<file path="src/sbd_defines.vh">
// Shared constants for the subtract datapath: opcodes, register map,
// status bit positions, reset values and phase codes.
// Assumes inclusion by bare name from every design file that needs it.
`ifndef SBD_DEFINES_VH
`define SBD_DEFINES_VH

// Opcode fields
`define SBD_OP_REVSUB 6'h15
`define SBD_OP_FILESUB 6'h17
`define SBD_OP_LITSUB 8'h08
`define SBD_DEST_BIT 9
`define SBD_BANK_BIT 8

// Internal operation codes
`define SBD_OPC_REVSUB 2'h0
`define SBD_OPC_FILESUB 2'h1
`define SBD_OPC_LITSUB 2'h2

// Register port addresses
`define SBD_REG_ACC 3'h0
`define SBD_REG_STATUS 3'h1
`define SBD_REG_BANK 3'h2
`define SBD_REG_CTRL 3'h3
`define SBD_REG_IDX_LO 3'h4
`define SBD_REG_IDX_HI 3'h5
`define SBD_REG_RESULT 3'h6
`define SBD_REG_STATE 3'h7

// Status bit positions
`define SBD_ST_C 0
`define SBD_ST_DC 1
`define SBD_ST_Z 2
`define SBD_ST_OV 3
`define SBD_ST_N 4
`define SBD_ST_ARITH_MASK 8'h1F

// Reset values
`define SBD_RST_ACC 8'h00
`define SBD_RST_STATUS 8'h00
`define SBD_RST_BANK 4'h0
`define SBD_RST_IDX 12'h000

// Addressing
`define SBD_ILO_LIMIT 8'h5F
`define SBD_ACCESS_SPLIT 8'h60
`define SBD_ACCESS_HIGH 4'hF
`define SBD_ACCESS_LOW 4'h0

// Phase codes of the instruction cycle
`define SBD_PH_Q1 2'h0
`define SBD_PH_Q2 2'h1
`define SBD_PH_Q3 2'h2
`define SBD_PH_Q4 2'h3

`endif

</file>
<file path="src/sbd_phase.v">
// Four-phase generator: splits the clock into Q1..Q4 enables.
// Assumes a single clock and a synchronous active-high reset.
`timescale 1ns/1ns
`include "sbd_defines.vh"
module sbd_phase (
  // Clock and reset
  input wire clk_i,
  input wire reset_i,
  // Phase outputs
  output reg [1:0] phase_o,
  output wire q1_o,
  output wire q2_o,
  output wire q3_o,
  output wire q4_o
);

  // Free-running phase counter, Q1 after reset
  always @(posedge clk_i) begin
    if (reset_i) begin
      phase_o <= `SBD_PH_Q1;
    end else begin
      phase_o <= phase_o + 2'h1;
    end
  end

  // One-cycle enables, one per phase
  assign q1_o = (phase_o == `SBD_PH_Q1);
  assign q2_o = (phase_o == `SBD_PH_Q2);
  assign q3_o = (phase_o == `SBD_PH_Q3);
  assign q4_o = (phase_o == `SBD_PH_Q4);

endmodule // sbd_phase

</file>
<file path="src/sbd_subalu.v">
// Byte subtractor: minuend - subtrahend - borrow with five flags.
// Purely combinational; the caller registers the outputs.
`timescale 1ns/1ns
module sbd_subalu #(
  parameter W = 8
) (
  // Operands
  input wire [W-1:0] min_i,
  input wire [W-1:0] sub_i,
  input wire borrow_i,
  // Result and flags
  output wire [W-1:0] res_o,
  output wire c_o,
  output wire dc_o,
  output wire z_o,
  output wire ov_o,
  output wire n_o
);

  wire [W:0] full_diff;
  wire [4:0] low_diff;

  // Full and low-nibble differences with borrow
  assign full_diff = {1'b0, min_i} - {1'b0, sub_i} - {{W{1'b0}}, borrow_i};
  assign low_diff = {1'b0, min_i[3:0]} - {1'b0, sub_i[3:0]}
                    - {4'h0, borrow_i};
  assign res_o = full_diff[W-1:0];

  // Carry is inverted borrow
  assign c_o = ~full_diff[W];
  assign dc_o = ~low_diff[4];
  assign z_o = (res_o == {W{1'b0}});
  assign n_o = res_o[W-1];
  // Signed overflow: operands differ in sign, result sign follows subtrahend
  assign ov_o = (min_i[W-1] ^ sub_i[W-1]) & (min_i[W-1] ^ res_o[W-1]);

endmodule // sbd_subalu

</file>
<file path="src/sbd_datapath.v">
// Subtract datapath: decodes and executes the three byte subtracts
// over a four-phase instruction cycle, with banked memory addressing.
// Assumes the decoder offers an instruction in Q1 and memory returns
// read data in the cycle after its read strobe. A software write to STATUS
// in a commit cycle is lost, as is one to ACC when dest is acc; the commit wins.
//
// Operation
// - Reverse subtract: acc minus reg minus not-carry
// - Decode reverse subtract from 010101 d a f
// - Decode 010111 d a f: reg minus acc
// - Opcode 08h: literal minus acc into acc
// - Update N OV C DC Z only
// - Carry set unless borrow; Z zero; N negative
// - Dest bit 0 acc, 1 back to register
// - Bank bit 0 uses access bank, ignores bank
// - Bank bit 1: bank register plus address
// - Extended mode, low addresses use indexed offset
// - One word, one cycle, four phases
`timescale 1ns/1ns
`include "sbd_defines.vh"
module sbd_datapath #(
  parameter AW = 12,
  parameter DW = 8
) (
  // Clock and reset
  input wire clk_i,
  input wire reset_i,
  // Instruction from decoder
  input wire [15:0] instr_i,
  input wire instr_valid_i,
  // Register port
  input wire [2:0] reg_addr_i,
  input wire [DW-1:0] reg_wdata_i,
  input wire reg_wr_i,
  input wire reg_rd_i,
  output reg [DW-1:0] reg_rdata_o,
  // Data memory
  output reg [AW-1:0] mem_addr_o,
  output reg mem_rd_o,
  output reg mem_wr_o,
  output reg [DW-1:0] mem_wdata_o,
  input wire [DW-1:0] mem_rdata_i,
  // Cycle status
  output wire [1:0] phase_o,
  output reg busy_o,
  output reg done_o,
  output reg reject_o
);

  // Software-visible state
  reg [DW-1:0] acc_r;
  reg [DW-1:0] status_r;
  reg [3:0] bank_r;
  reg ext_en_r;
  reg [AW-1:0] idx_base_r;

  // Instruction in flight
  reg [1:0] op_r;
  reg dest_r;
  reg [DW-1:0] lit_r;
  reg [DW-1:0] res_r;
  reg [4:0] flags_r;

  // Phase enables
  wire q1;
  wire q2;
  wire q3;
  wire q4;

  // Decode wires
  wire is_rev;
  wire is_file;
  wire is_lit;
  wire is_sub;
  wire [1:0] op_nxt;
  wire dest_bit;
  wire bank_bit;
  wire [7:0] f_field;
  reg [AW-1:0] addr_nxt;

  // Addressing mode qualifiers
  wire use_index;
  wire low_access;

  // Write sources for accumulator, status and register destination
  wire hw_commit;
  wire hw_acc_wr;
  wire sw_acc_wr;
  wire sw_status_wr;
  wire wr_back;

  // Subtractor wires
  wire [DW-1:0] operand;
  wire [DW-1:0] alu_min;
  wire [DW-1:0] alu_sub;
  wire alu_borrow;
  wire [DW-1:0] alu_res;
  wire alu_c;
  wire alu_dc;
  wire alu_z;
  wire alu_ov;
  wire alu_n;
  wire [DW-1:0] status_nxt;

  // Phase generator
  sbd_phase u_phase (
    .clk_i(clk_i),
    .reset_i(reset_i),
    .phase_o(phase_o),
    .q1_o(q1),
    .q2_o(q2),
    .q3_o(q3),
    .q4_o(q4)
  );

  // Opcode decode
  assign is_rev = (instr_i[15:10] == `SBD_OP_REVSUB);
  assign is_file = (instr_i[15:10] == `SBD_OP_FILESUB);
  assign is_lit = (instr_i[15:8] == `SBD_OP_LITSUB);
  assign is_sub = is_rev | is_file | is_lit;
  assign op_nxt = is_lit ? `SBD_OPC_LITSUB :
                  (is_file ? `SBD_OPC_FILESUB : `SBD_OPC_REVSUB);
  assign dest_bit = instr_i[`SBD_DEST_BIT];
  assign bank_bit = instr_i[`SBD_BANK_BIT];
  assign f_field = instr_i[7:0];

  // Indexed window only with bank bit clear and extended mode on
  assign use_index = ext_en_r && (f_field <= `SBD_ILO_LIMIT);
  assign low_access = (f_field < `SBD_ACCESS_SPLIT);

  // Data memory address from bank bit, bank and extended mode
  always @* begin
    if (bank_bit) begin
      addr_nxt = {bank_r, f_field};
    end else if (use_index) begin
      addr_nxt = idx_base_r + {4'h0, f_field};
    end else if (low_access) begin
      addr_nxt = {`SBD_ACCESS_LOW, f_field};
    end else begin
      addr_nxt = {`SBD_ACCESS_HIGH, f_field};
    end
  end

  // Operand selection and operand order per operation
  assign operand = (op_r == `SBD_OPC_LITSUB) ? lit_r : mem_rdata_i;
  assign alu_min = (op_r == `SBD_OPC_REVSUB) ? acc_r : operand;
  assign alu_sub = (op_r == `SBD_OPC_REVSUB) ? operand : acc_r;
  assign alu_borrow = (op_r == `SBD_OPC_REVSUB) &
                      ~status_r[`SBD_ST_C];

  // Byte subtractor
  sbd_subalu #(
    .W(DW)
  ) u_alu (
    .min_i(alu_min),
    .sub_i(alu_sub),
    .borrow_i(alu_borrow),
    .res_o(alu_res),
    .c_o(alu_c),
    .dc_o(alu_dc),
    .z_o(alu_z),
    .ov_o(alu_ov),
    .n_o(alu_n)
  );

  // Arithmetic flags replace only their own bits
  assign status_nxt = (status_r & ~`SBD_ST_ARITH_MASK) |
                      {3'h0, flags_r};

  // Q1 decode, Q2 read, Q3 process, Q4 write
  always @(posedge clk_i) begin
    if (reset_i) begin
      busy_o <= 1'b0;
      op_r <= `SBD_OPC_REVSUB;
      dest_r <= 1'b0;
      lit_r <= 8'h00;
      mem_addr_o <= {AW{1'b0}};
      mem_rd_o <= 1'b0;
      mem_wr_o <= 1'b0;
      mem_wdata_o <= 8'h00;
      res_r <= 8'h00;
      flags_r <= 5'h00;
      done_o <= 1'b0;
      reject_o <= 1'b0;
    end else begin
      done_o <= 1'b0;
      reject_o <= 1'b0;
      // Decode phase takes one word
      if (q1 && instr_valid_i) begin
        if (is_sub) begin
          busy_o <= 1'b1;
          op_r <= op_nxt;
          dest_r <= is_lit ? 1'b0 : dest_bit;
          lit_r <= f_field;
          mem_addr_o <= addr_nxt;
          mem_rd_o <= ~is_lit;
        end else begin
          reject_o <= 1'b1;
        end
      end
      // Read phase: strobe stands for Q2 only
      if (q2) begin
        mem_rd_o <= 1'b0;
      end
      // Process phase: data from memory or literal
      if (q3 && busy_o) begin
        res_r <= alu_res;
        flags_r[`SBD_ST_C] <= alu_c;
        flags_r[`SBD_ST_DC] <= alu_dc;
        flags_r[`SBD_ST_Z] <= alu_z;
        flags_r[`SBD_ST_OV] <= alu_ov;
        flags_r[`SBD_ST_N] <= alu_n;
        mem_wdata_o <= alu_res;
        mem_wr_o <= wr_back;
      end
      // Write phase ends the instruction
      if (q4) begin
        mem_wr_o <= 1'b0;
        if (busy_o) begin
          busy_o <= 1'b0;
          done_o <= 1'b1;
        end
      end
    end
  end

  // Commit in Q4 outranks a software write landing in the same cycle
  assign hw_commit = q4 && busy_o;
  assign hw_acc_wr = hw_commit && !dest_r;
  assign wr_back = dest_r & (op_r != `SBD_OPC_LITSUB);
  assign sw_acc_wr = reg_wr_i && (reg_addr_i == `SBD_REG_ACC);
  assign sw_status_wr = reg_wr_i && (reg_addr_i == `SBD_REG_STATUS);

  // Accumulator: hardware write in Q4 wins over software
  always @(posedge clk_i) begin
    if (reset_i) begin
      acc_r <= `SBD_RST_ACC;
    end else if (hw_acc_wr) begin
      acc_r <= res_r;
    end else if (sw_acc_wr) begin
      acc_r <= reg_wdata_i;
    end
  end

  // Status: flag commit in Q4 wins over software
  always @(posedge clk_i) begin
    if (reset_i) begin
      status_r <= `SBD_RST_STATUS;
    end else if (hw_commit) begin
      status_r <= status_nxt;
    end else if (sw_status_wr) begin
      status_r <= reg_wdata_i;
    end
  end

  // Configuration registers
  always @(posedge clk_i) begin
    if (reset_i) begin
      bank_r <= `SBD_RST_BANK;
      ext_en_r <= 1'b0;
      idx_base_r <= `SBD_RST_IDX;
    end else if (reg_wr_i) begin
      case (reg_addr_i)
        `SBD_REG_BANK: begin
          bank_r <= reg_wdata_i[3:0];
        end
        `SBD_REG_CTRL: begin
          ext_en_r <= reg_wdata_i[0];
        end
        `SBD_REG_IDX_LO: begin
          idx_base_r[7:0] <= reg_wdata_i;
        end
        `SBD_REG_IDX_HI: begin
          idx_base_r[AW-1:8] <= reg_wdata_i[AW-9:0];
        end
        default: begin
          bank_r <= bank_r;
        end
      endcase
    end
  end

  // Read data in the cycle after the strobe, zero otherwise
  always @(posedge clk_i) begin
    if (reset_i) begin
      reg_rdata_o <= 8'h00;
    end else if (reg_rd_i) begin
      case (reg_addr_i)
        `SBD_REG_ACC: reg_rdata_o <= acc_r;
        `SBD_REG_STATUS: reg_rdata_o <= status_r;
        `SBD_REG_BANK: reg_rdata_o <= {4'h0, bank_r};
        `SBD_REG_CTRL: reg_rdata_o <= {7'h00, ext_en_r};
        `SBD_REG_IDX_LO: reg_rdata_o <= idx_base_r[7:0];
        `SBD_REG_IDX_HI: reg_rdata_o <= {4'h0, idx_base_r[AW-1:8]};
        `SBD_REG_RESULT: reg_rdata_o <= res_r;
        `SBD_REG_STATE: reg_rdata_o <= {3'h0, busy_o, dest_r, op_r,
                                        mem_wr_o};
        default: reg_rdata_o <= 8'h00;
      endcase
    end else begin
      reg_rdata_o <= 8'h00;
    end
  end

endmodule // sbd_datapath

</file>
<file path="config.mk">
export PLATFORM = sky130hd
export DESIGN_NAME = sbd_datapath
export DESIGN_NICKNAME = d
export VERILOG_FILES = /design/src/sbd_phase.v /design/src/sbd_subalu.v /design/src/sbd_datapath.v
export VERILOG_INCLUDE_DIRS = /design/src /design/src/src
export SDC_FILE = /design/constraint.sdc
export NUM_CORES = 1
export LEC_CHECK = 0
export BUFFER_PORTS_ARGS = -buffer_cell sky130_fd_sc_hd__buf_2
export CAP_MARGIN = 20
export CORE_AREA = 2 2 92 94
export DETAILED_ROUTE_END_ITERATION = 10
export DIE_AREA = 0 0 94 96
export GPL_TIMING_DRIVEN = 0
export PLACE_DENSITY_LB_ADDON = 0.08
export SETUP_SLACK_MARGIN = 0.3
export SKIP_CTS_REPAIR_TIMING = 1
export SLEW_MARGIN = 40
export SYNTH_ARGS = -nofsm -noshare
export SYNTH_HDL_FRONTEND = slang
export SYNTH_SLANG_ARGS = --single-unit
</file>
<file path="constraint.sdc">
create_clock -name clk_i -period 6.6 [get_ports clk_i]
set_input_delay 1.32 -clock clk_i [delete_from_list [all_inputs] [get_ports clk_i]]
set_output_delay 1.32 -clock clk_i [all_outputs]
set_load 0.02 [all_outputs]
</file>
==> Word level (Yosys, flattened, before mapping) <==
Index checks and enable logic that the tools add are counted.
{ "op_classes": {"n_mux": 20, "add_sub_neg": 6, "eq_ne": 15, "bitwise_logic": 15, "shift": 0, "n_reduce_logical": 24, "n_lt_le_gt_ge": 2, "n_mul": 0, "n_div": 0} }
{ "op_table": {"columns": ["op", "count"], "rows": [
  ["8-bit case mux with 8 select lines", 1],
  ["8-bit two-way mux", 7],
  ["12-bit two-way mux", 3],
  ["12-bit by 8-bit adder with 12-bit output", 1],
  ["3-bit == test (second input constant)", 4],
  ["6-bit by 5-bit == test with 1-bit output (second input constant)", 2],
  ["2-bit AND reduction", 5],
  ["2-bit OR reduction", 5],
  ["8-bit by 8-bit subtractor with 9-bit output", 1],
  ["9-bit by 1-bit subtractor with 9-bit output", 1],
  ["8-bit by 4-bit == test with 1-bit output (second input constant)", 1],
  ["8-bit by 7-bit <= comparator with 1-bit output (second input constant)", 1],
  ["8-bit logical NOT", 1],
  ["8-bit by 7-bit less-than comparator with 1-bit output (second input constant)", 1],
  ["1-bit two-way mux", 8],
  ["8-bit by 5-bit bitwise OR with 8-bit output", 1],
  ["1-bit logical AND", 7],
  ["1-bit inverter", 7],
  ["2-bit == test (second input constant)", 3],
  ["3-bit by 2-bit == test with 1-bit output (second input constant)", 2],
  ["4-bit by 4-bit subtractor with 5-bit output", 1],
  ["5-bit by 1-bit subtractor with 5-bit output", 1],
  ["2-bit logical NOT", 2],
  ["2-bit nonzero test", 2],
  ["10 further kinds", 14]
]} }
{ "totals": {"romBits": 0, "reg_bits": 84, "mem_bits_rw": 0, "mem_count": 0, "latch_bits": 0, "in_bits": 40, "elab_cells": 101} }

==> Depth between registers and ports, before layout <==
{ "logic_depth": {"depth_word": 7, "mapped_depth": 15, "mapped_depth_nobuf": 12} }

==> Hierarchy <==
Synthesis repeated with hierarchy kept, for this count alone.
{ "unflattened": {"cells_unflattened": 613, "hier_area_um2": 5076.1} }
{ "by_module_without_submodules": {"columns": ["mod", "instances", "area_per_inst_um2", "cells_per_inst"], "rows": [
  ["sbd_datapath", 1, 4381.7, 527],
  ["sbd_subalu", 1, 586.8, 76],
  ["sbd_phase", 1, 107.6, 10]
]} }

==> Worst setup path before layout <==
No wires, ideal clock.
{ "synth_path": {"path_kind": "input -> register", "start": "input port mem_rdata_i[4]", "end": "register flags_r[3]", "setup_slack_ns": 3.395, "cell_stages": 10, "setup_ns": 0.117, "arrival_ns": 3.088, "cell_sequence": "mux2_2 > ha_1 > inv_1 > ha_1 > a21o_1 > a21oi_1 > mux2i_1 > nand3_1 > mux2i_1 > nand2_1"} }
{ "synth_between": {"elab_chain_len": 6, "word_cells_on_any_way": 7, "cone_classes": "add/sub: 2; mux: 3; bitwise: 2"} }
{ "synth_rtl": {"columns": ["element", "line", "rtl"], "rows": [
  ["start, declared", "sbd_datapath.v:42", "input wire [DW-1:0] mem_rdata_i,"],
  ["8-bit two-way mux *", "sbd_datapath.v:145", "assign operand = (op_r == `SBD_OPC_LITSUB) ? lit_r : mem_rdata_i;"],
  ["8-bit two-way mux, on equally long branches", "sbd_datapath.v:146, sbd_datapath.v:147", null],
  ["8-bit by 8-bit subtractor with 9-bit output *", "sbd_subalu.v:24", "assign full_diff = {1'b0, min_i} - {1'b0, sub_i} - {{W{1'b0}}, borrow_i};"],
  ["9-bit by 1-bit subtractor with 9-bit output *", "sbd_subalu.v:24", null],
  ["1-bit XOR *", "sbd_subalu.v:35", "assign ov_o = (min_i[W-1] ^ sub_i[W-1]) & (min_i[W-1] ^ res_o[W-1]);"],
  ["1-bit bitwise AND *", "sbd_subalu.v:35", null],
  ["end signal, assigned by index", "sbd_datapath.v:208", "flags_r[`SBD_ST_C] <= alu_c;"],
  ["end signal, assigned by index", "sbd_datapath.v:209", "flags_r[`SBD_ST_DC] <= alu_dc;"],
  ["end signal, assigned by index", "sbd_datapath.v:210", "flags_r[`SBD_ST_Z] <= alu_z;"],
  ["end, declared", "sbd_datapath.v:62", "reg [4:0] flags_r;"]
]} }
Every way passes the cells marked *; elsewhere a longest branch is shown, timed or not.
A chain may end at the register's enable or synchronous reset.

==> Worst setup path in the final report <==
{ "layout_path": {"start": "register op_r[1]", "end": "register flags_r[3]"} }
{ "layout_between": {"elab_chain_len": 7, "word_cells_on_any_way": 11, "cone_classes": "add/sub: 2; eq/ne: 1; mux: 3; bitwise: 4; reduce/logical: 1"} }
{ "layout_rtl": {"columns": ["element", "line", "rtl"], "rows": [
  ["start, declared", "sbd_datapath.v:58", "reg [1:0] op_r;"],
  ["start signal, assigned", "sbd_datapath.v:174", "op_r <= `SBD_OPC_REVSUB;"],
  ["start signal, assigned", "sbd_datapath.v:192", "op_r <= op_nxt;"],
  ["2-bit == test (no line)", null, null],
  ["8-bit two-way mux", "sbd_datapath.v:145", null],
  ["8-bit two-way mux, on equally long branches", "sbd_datapath.v:146, sbd_datapath.v:147", null],
  ["8-bit by 8-bit subtractor with 9-bit output", "sbd_subalu.v:24", null],
  ["9-bit by 1-bit subtractor with 9-bit output", "sbd_subalu.v:24", null],
  ["1-bit XOR", "sbd_subalu.v:35", null],
  ["1-bit bitwise AND *", "sbd_subalu.v:35", null]
]} }
Marked as above.

==> flow_summary_export.csv <==
group,metric,value,unit
global_routing,grt_pass1_wl,22800,um
synth,postSynthAreaPerCell,8.03,um2
sta,rsz0062_at_grt,"no",
synth,yosys.area_share.adder,0.0710,
route,dr_total_vias,4811,
status,status,"completed",
clock_tree,clock_sinks,83,
synth,yosys.area_share.xor_xnor,0.0232,
sta,tns,0,ns
placed_design,dpl.hpwl,11100,um
floorplan,io_pins,75,
clock_tree,cts_inserted_buffers,9,
route,first_pass_iters,5,
clock_tree,root_buffer,"clkbuf_8",
route,routed_wirelength,14400,um
floorplan,num_rows,33,
power,swShare,0.278,
synth,synth_compound_area_frac,0.184,
layout,fin_area,5600,um2
floorplan,dieArea,9020,um2
global_routing,overflow,0,
floorplan,die_h,96,um
synth,synth_warnings,0,
critical_path,critPathLaunchType,"flop",
power,p_seq_frac,0.476,
sta,max_freq,276,MHz
synth,syn_area,4900,um2
global_routing,grt_max_degree,15,
placed_design,routabilityCongestion,0.950,
clock_tree,clock_latency,0.35,ns
floorplan,core_area,8050,um2
layout,drive_above_1_share,0.169,
layout,insertedDiodeCount,0,
sta,tightestPinTransition,0.713,ns
synth,synth-edff-count,0,
synth,synth_area_leaders,"dfxtp_1, mux2i_1, nor2_1",
synth,syn_inst,610,
sta,setup_viol,0,
placed_design,placed_area,5390,um2
sta,period_needed,3.62,ns
sta,slew_violations,0,
synth,synth_top_cell_area_share,0.339,
synth,synth_fp_nets,676,
power,clkPwrFrac,0.372,
critical_path,cp-end-kind,"flop",
route,post_drt_wl_per_cell,18.0,um
route,drtIter0Drc,332,
clock_tree,cts_tree,"yes",
power,power.switching,0.302,mW
clock_tree,htreeDepth,3,
placed_design,port_buffers,72,
synth,ys_seq_elements,83,
clock_tree,cts_buffer_depth,2,
hold_path,hold_class,"reg -> reg",
synth,synth_cell_types,63,
critical_path,required,6.83,ns
synth,async_reset_ff_frac,0,
floorplan,floorplan.initialDensity,0.608,
global_routing,first_global_vias,4446,
route,ant_nets,0,
power,p_int,0.783,mW
sta,period_share,0.549,
synth,muxShareOfSynthArea,0.111,
critical_path,crit_arrival,3.85,ns
synth,synth_top_family_by_area,"simple AND/OR/NAND/NOR gates",
job,cap_violations,0,
synth,yosys.area_share.simple,0.217,
layout,synthToLayoutAreaGrowth,14.4,%
synth,synth_top_cell_by_area,"dfxtp_1",
clock_tree,path_clk_slew,0.08,ns
synth,ys.flop_type,"dfxtp_1",
route,routed_via_density,6.00,
sta,relSlewSlack,0.525,
global_routing,antenna_found_initial,0,
sta,hold_viol_final,0,
power,p_per_area,194,nW/um2
power,pwr-share-comb,0.153,
global_routing,grtUsageTotal,0.333,
synth,seq_area_frac_synth,0.339,
power,p_leak,2.40,nW
critical_path,path_max_fanout,10,
floorplan,die_w,94,um
power,ir_drop,0.160,mV
sta,fin_worst_skew,0.0114,ns
route,route.detailed.drc,0,
layout,final_nets,759,
critical_path,worstSetupPathType,"reg -> reg",
## through the flow
step                      utilization  hold WS [ns]  setup slack, ns  cells  power, mW
after floorplan                     -         0.432             3.39    610      0.633
after detailed placement        0.669         0.449             3.01    787      0.689
after global placement          0.669         0.445             3.05    787      0.685
final                           0.696         0.460             2.98    802       1.08
after CTS                       0.696         0.464             3.01    802       1.08
after global routing            0.696         0.492             2.76    802       1.13
## cell type report
cell class,count,area [um2]
Timing Repair Buffer,72,360
Buffer,37,171
Tap cell,105,131
Multi-Input combinational cell,464,2970
Fill cell,705,2450
Clock buffer,9,124
Inverter,26,97.6
Sequential cell,83,1660
Clock inverter,6,91.3
## worst paths after layout
kind	start	endpoint	slack (ns)	cells past startpoint
worst max-delay path	op_r[1]	flags_r[3]	2.98	13
worst min register to register	mem_addr_o[1]	mem_addr_o[1]	0.46	2
worst max register to register	op_r[1]	flags_r[3]	2.98	13
worst min-delay path	mem_addr_o[1]	mem_addr_o[1]	0.46	2
## routing by layer
metal,vias up,GRT usage,wire [um]
met4,0,0.0990,361
met1,2283,0.446,6330
li1,2304,-,-
met3,35,0.0626,1070
met2,189,0.549,6670
met5,-,0,0
## flip-flops by register name, summed over array words and instances (netlist names), 2 cells and up
signal           flops
op_r                 2
bank_r               4
flags_r              4
idx_base_r          12
res_r                8
lit_r                8
mem_addr_o          12
status_r             8
acc_r                8
reg_rdata_o          8
u_phase.phase_o      2
## logic make-up after synthesis
| kind of cell | Yosys count |
|---|---|
| flops | 83 |
| fa+ha+maj | 26 |
| simple gates | 232 |
| buf+inv | 63 |
| compound gates | 141 |
| xor+xnor | 13 |
| mux | 52 |
## power groups by stage
stage	Clock (mW)	Sequential [mW]	Combinational (mW)
floorplan	0	0.529	0.104
global placement	0	0.527	0.159
detailed placement	0	0.527	0.162
CTS	0.406	0.515	0.163
global route	0.428	0.517	0.182
finish	0.403	0.516	0.165
## critical path: stages (launching register included)
cell and delay (ns):
dfxtp_1 0.30, clkbuf_1 0.15, buf_2 0.25, nor2_1 0.55
mux2_2 0.41, ha_1 0.27, inv_1 0.04, ha_1 0.36
a21o_1 0.22, a21oi_1 0.19, mux2i_1 0.21, nand3_1 0.20
mux2i_1 0.26, nand2_1 0.09
## cell usage after synthesis (all sizes together) (2+ instances only)
library cell / number
nor2: 88
dfxtp: 83
nand2: 66
a21oi: 63
mux2i: 43
inv: 26
ha: 23
clkbuf: 22
o21ai: 22
nand3: 20
a211oi: 17
buf: 15
nor2b: 12
nor3: 11
nand2b: 9
mux2: 8
xnor2: 8
o211ai: 6
xor2: 5
and2: 4
and3: 4
o41ai: 4
a221oi: 3
fa: 3
nor4: 3
o2111ai: 3
o21a: 3
or3: 3
a311oi: 2
nand4: 2
nand4b: 2
nor3b: 2
nor4b: 2
o211a: 2
o22ai: 2
or2: 2
## cell usage in the layout, fill, tap and decap left out, drive strengths merged, types with 3 or more instances in the layout
cell type  count
or3            3
o21ai         22
xnor2          8
o211ai         6
buf           87
a221oi         3
clkbuf        31
dfxtp         83
o21a           3
nand2b         9
nand3         20
nor4           3
a211oi        17
o41ai          4
and2           4
ha            23
mux2i         43
o2111ai        3
inv           26
clkinv         4
xor2           5
nor2          88
mux2           8
and3           4
fa             3
nor2b         12
nor3          11
nand2         66
a21oi         63
Power figures use the tool's default switching activity.
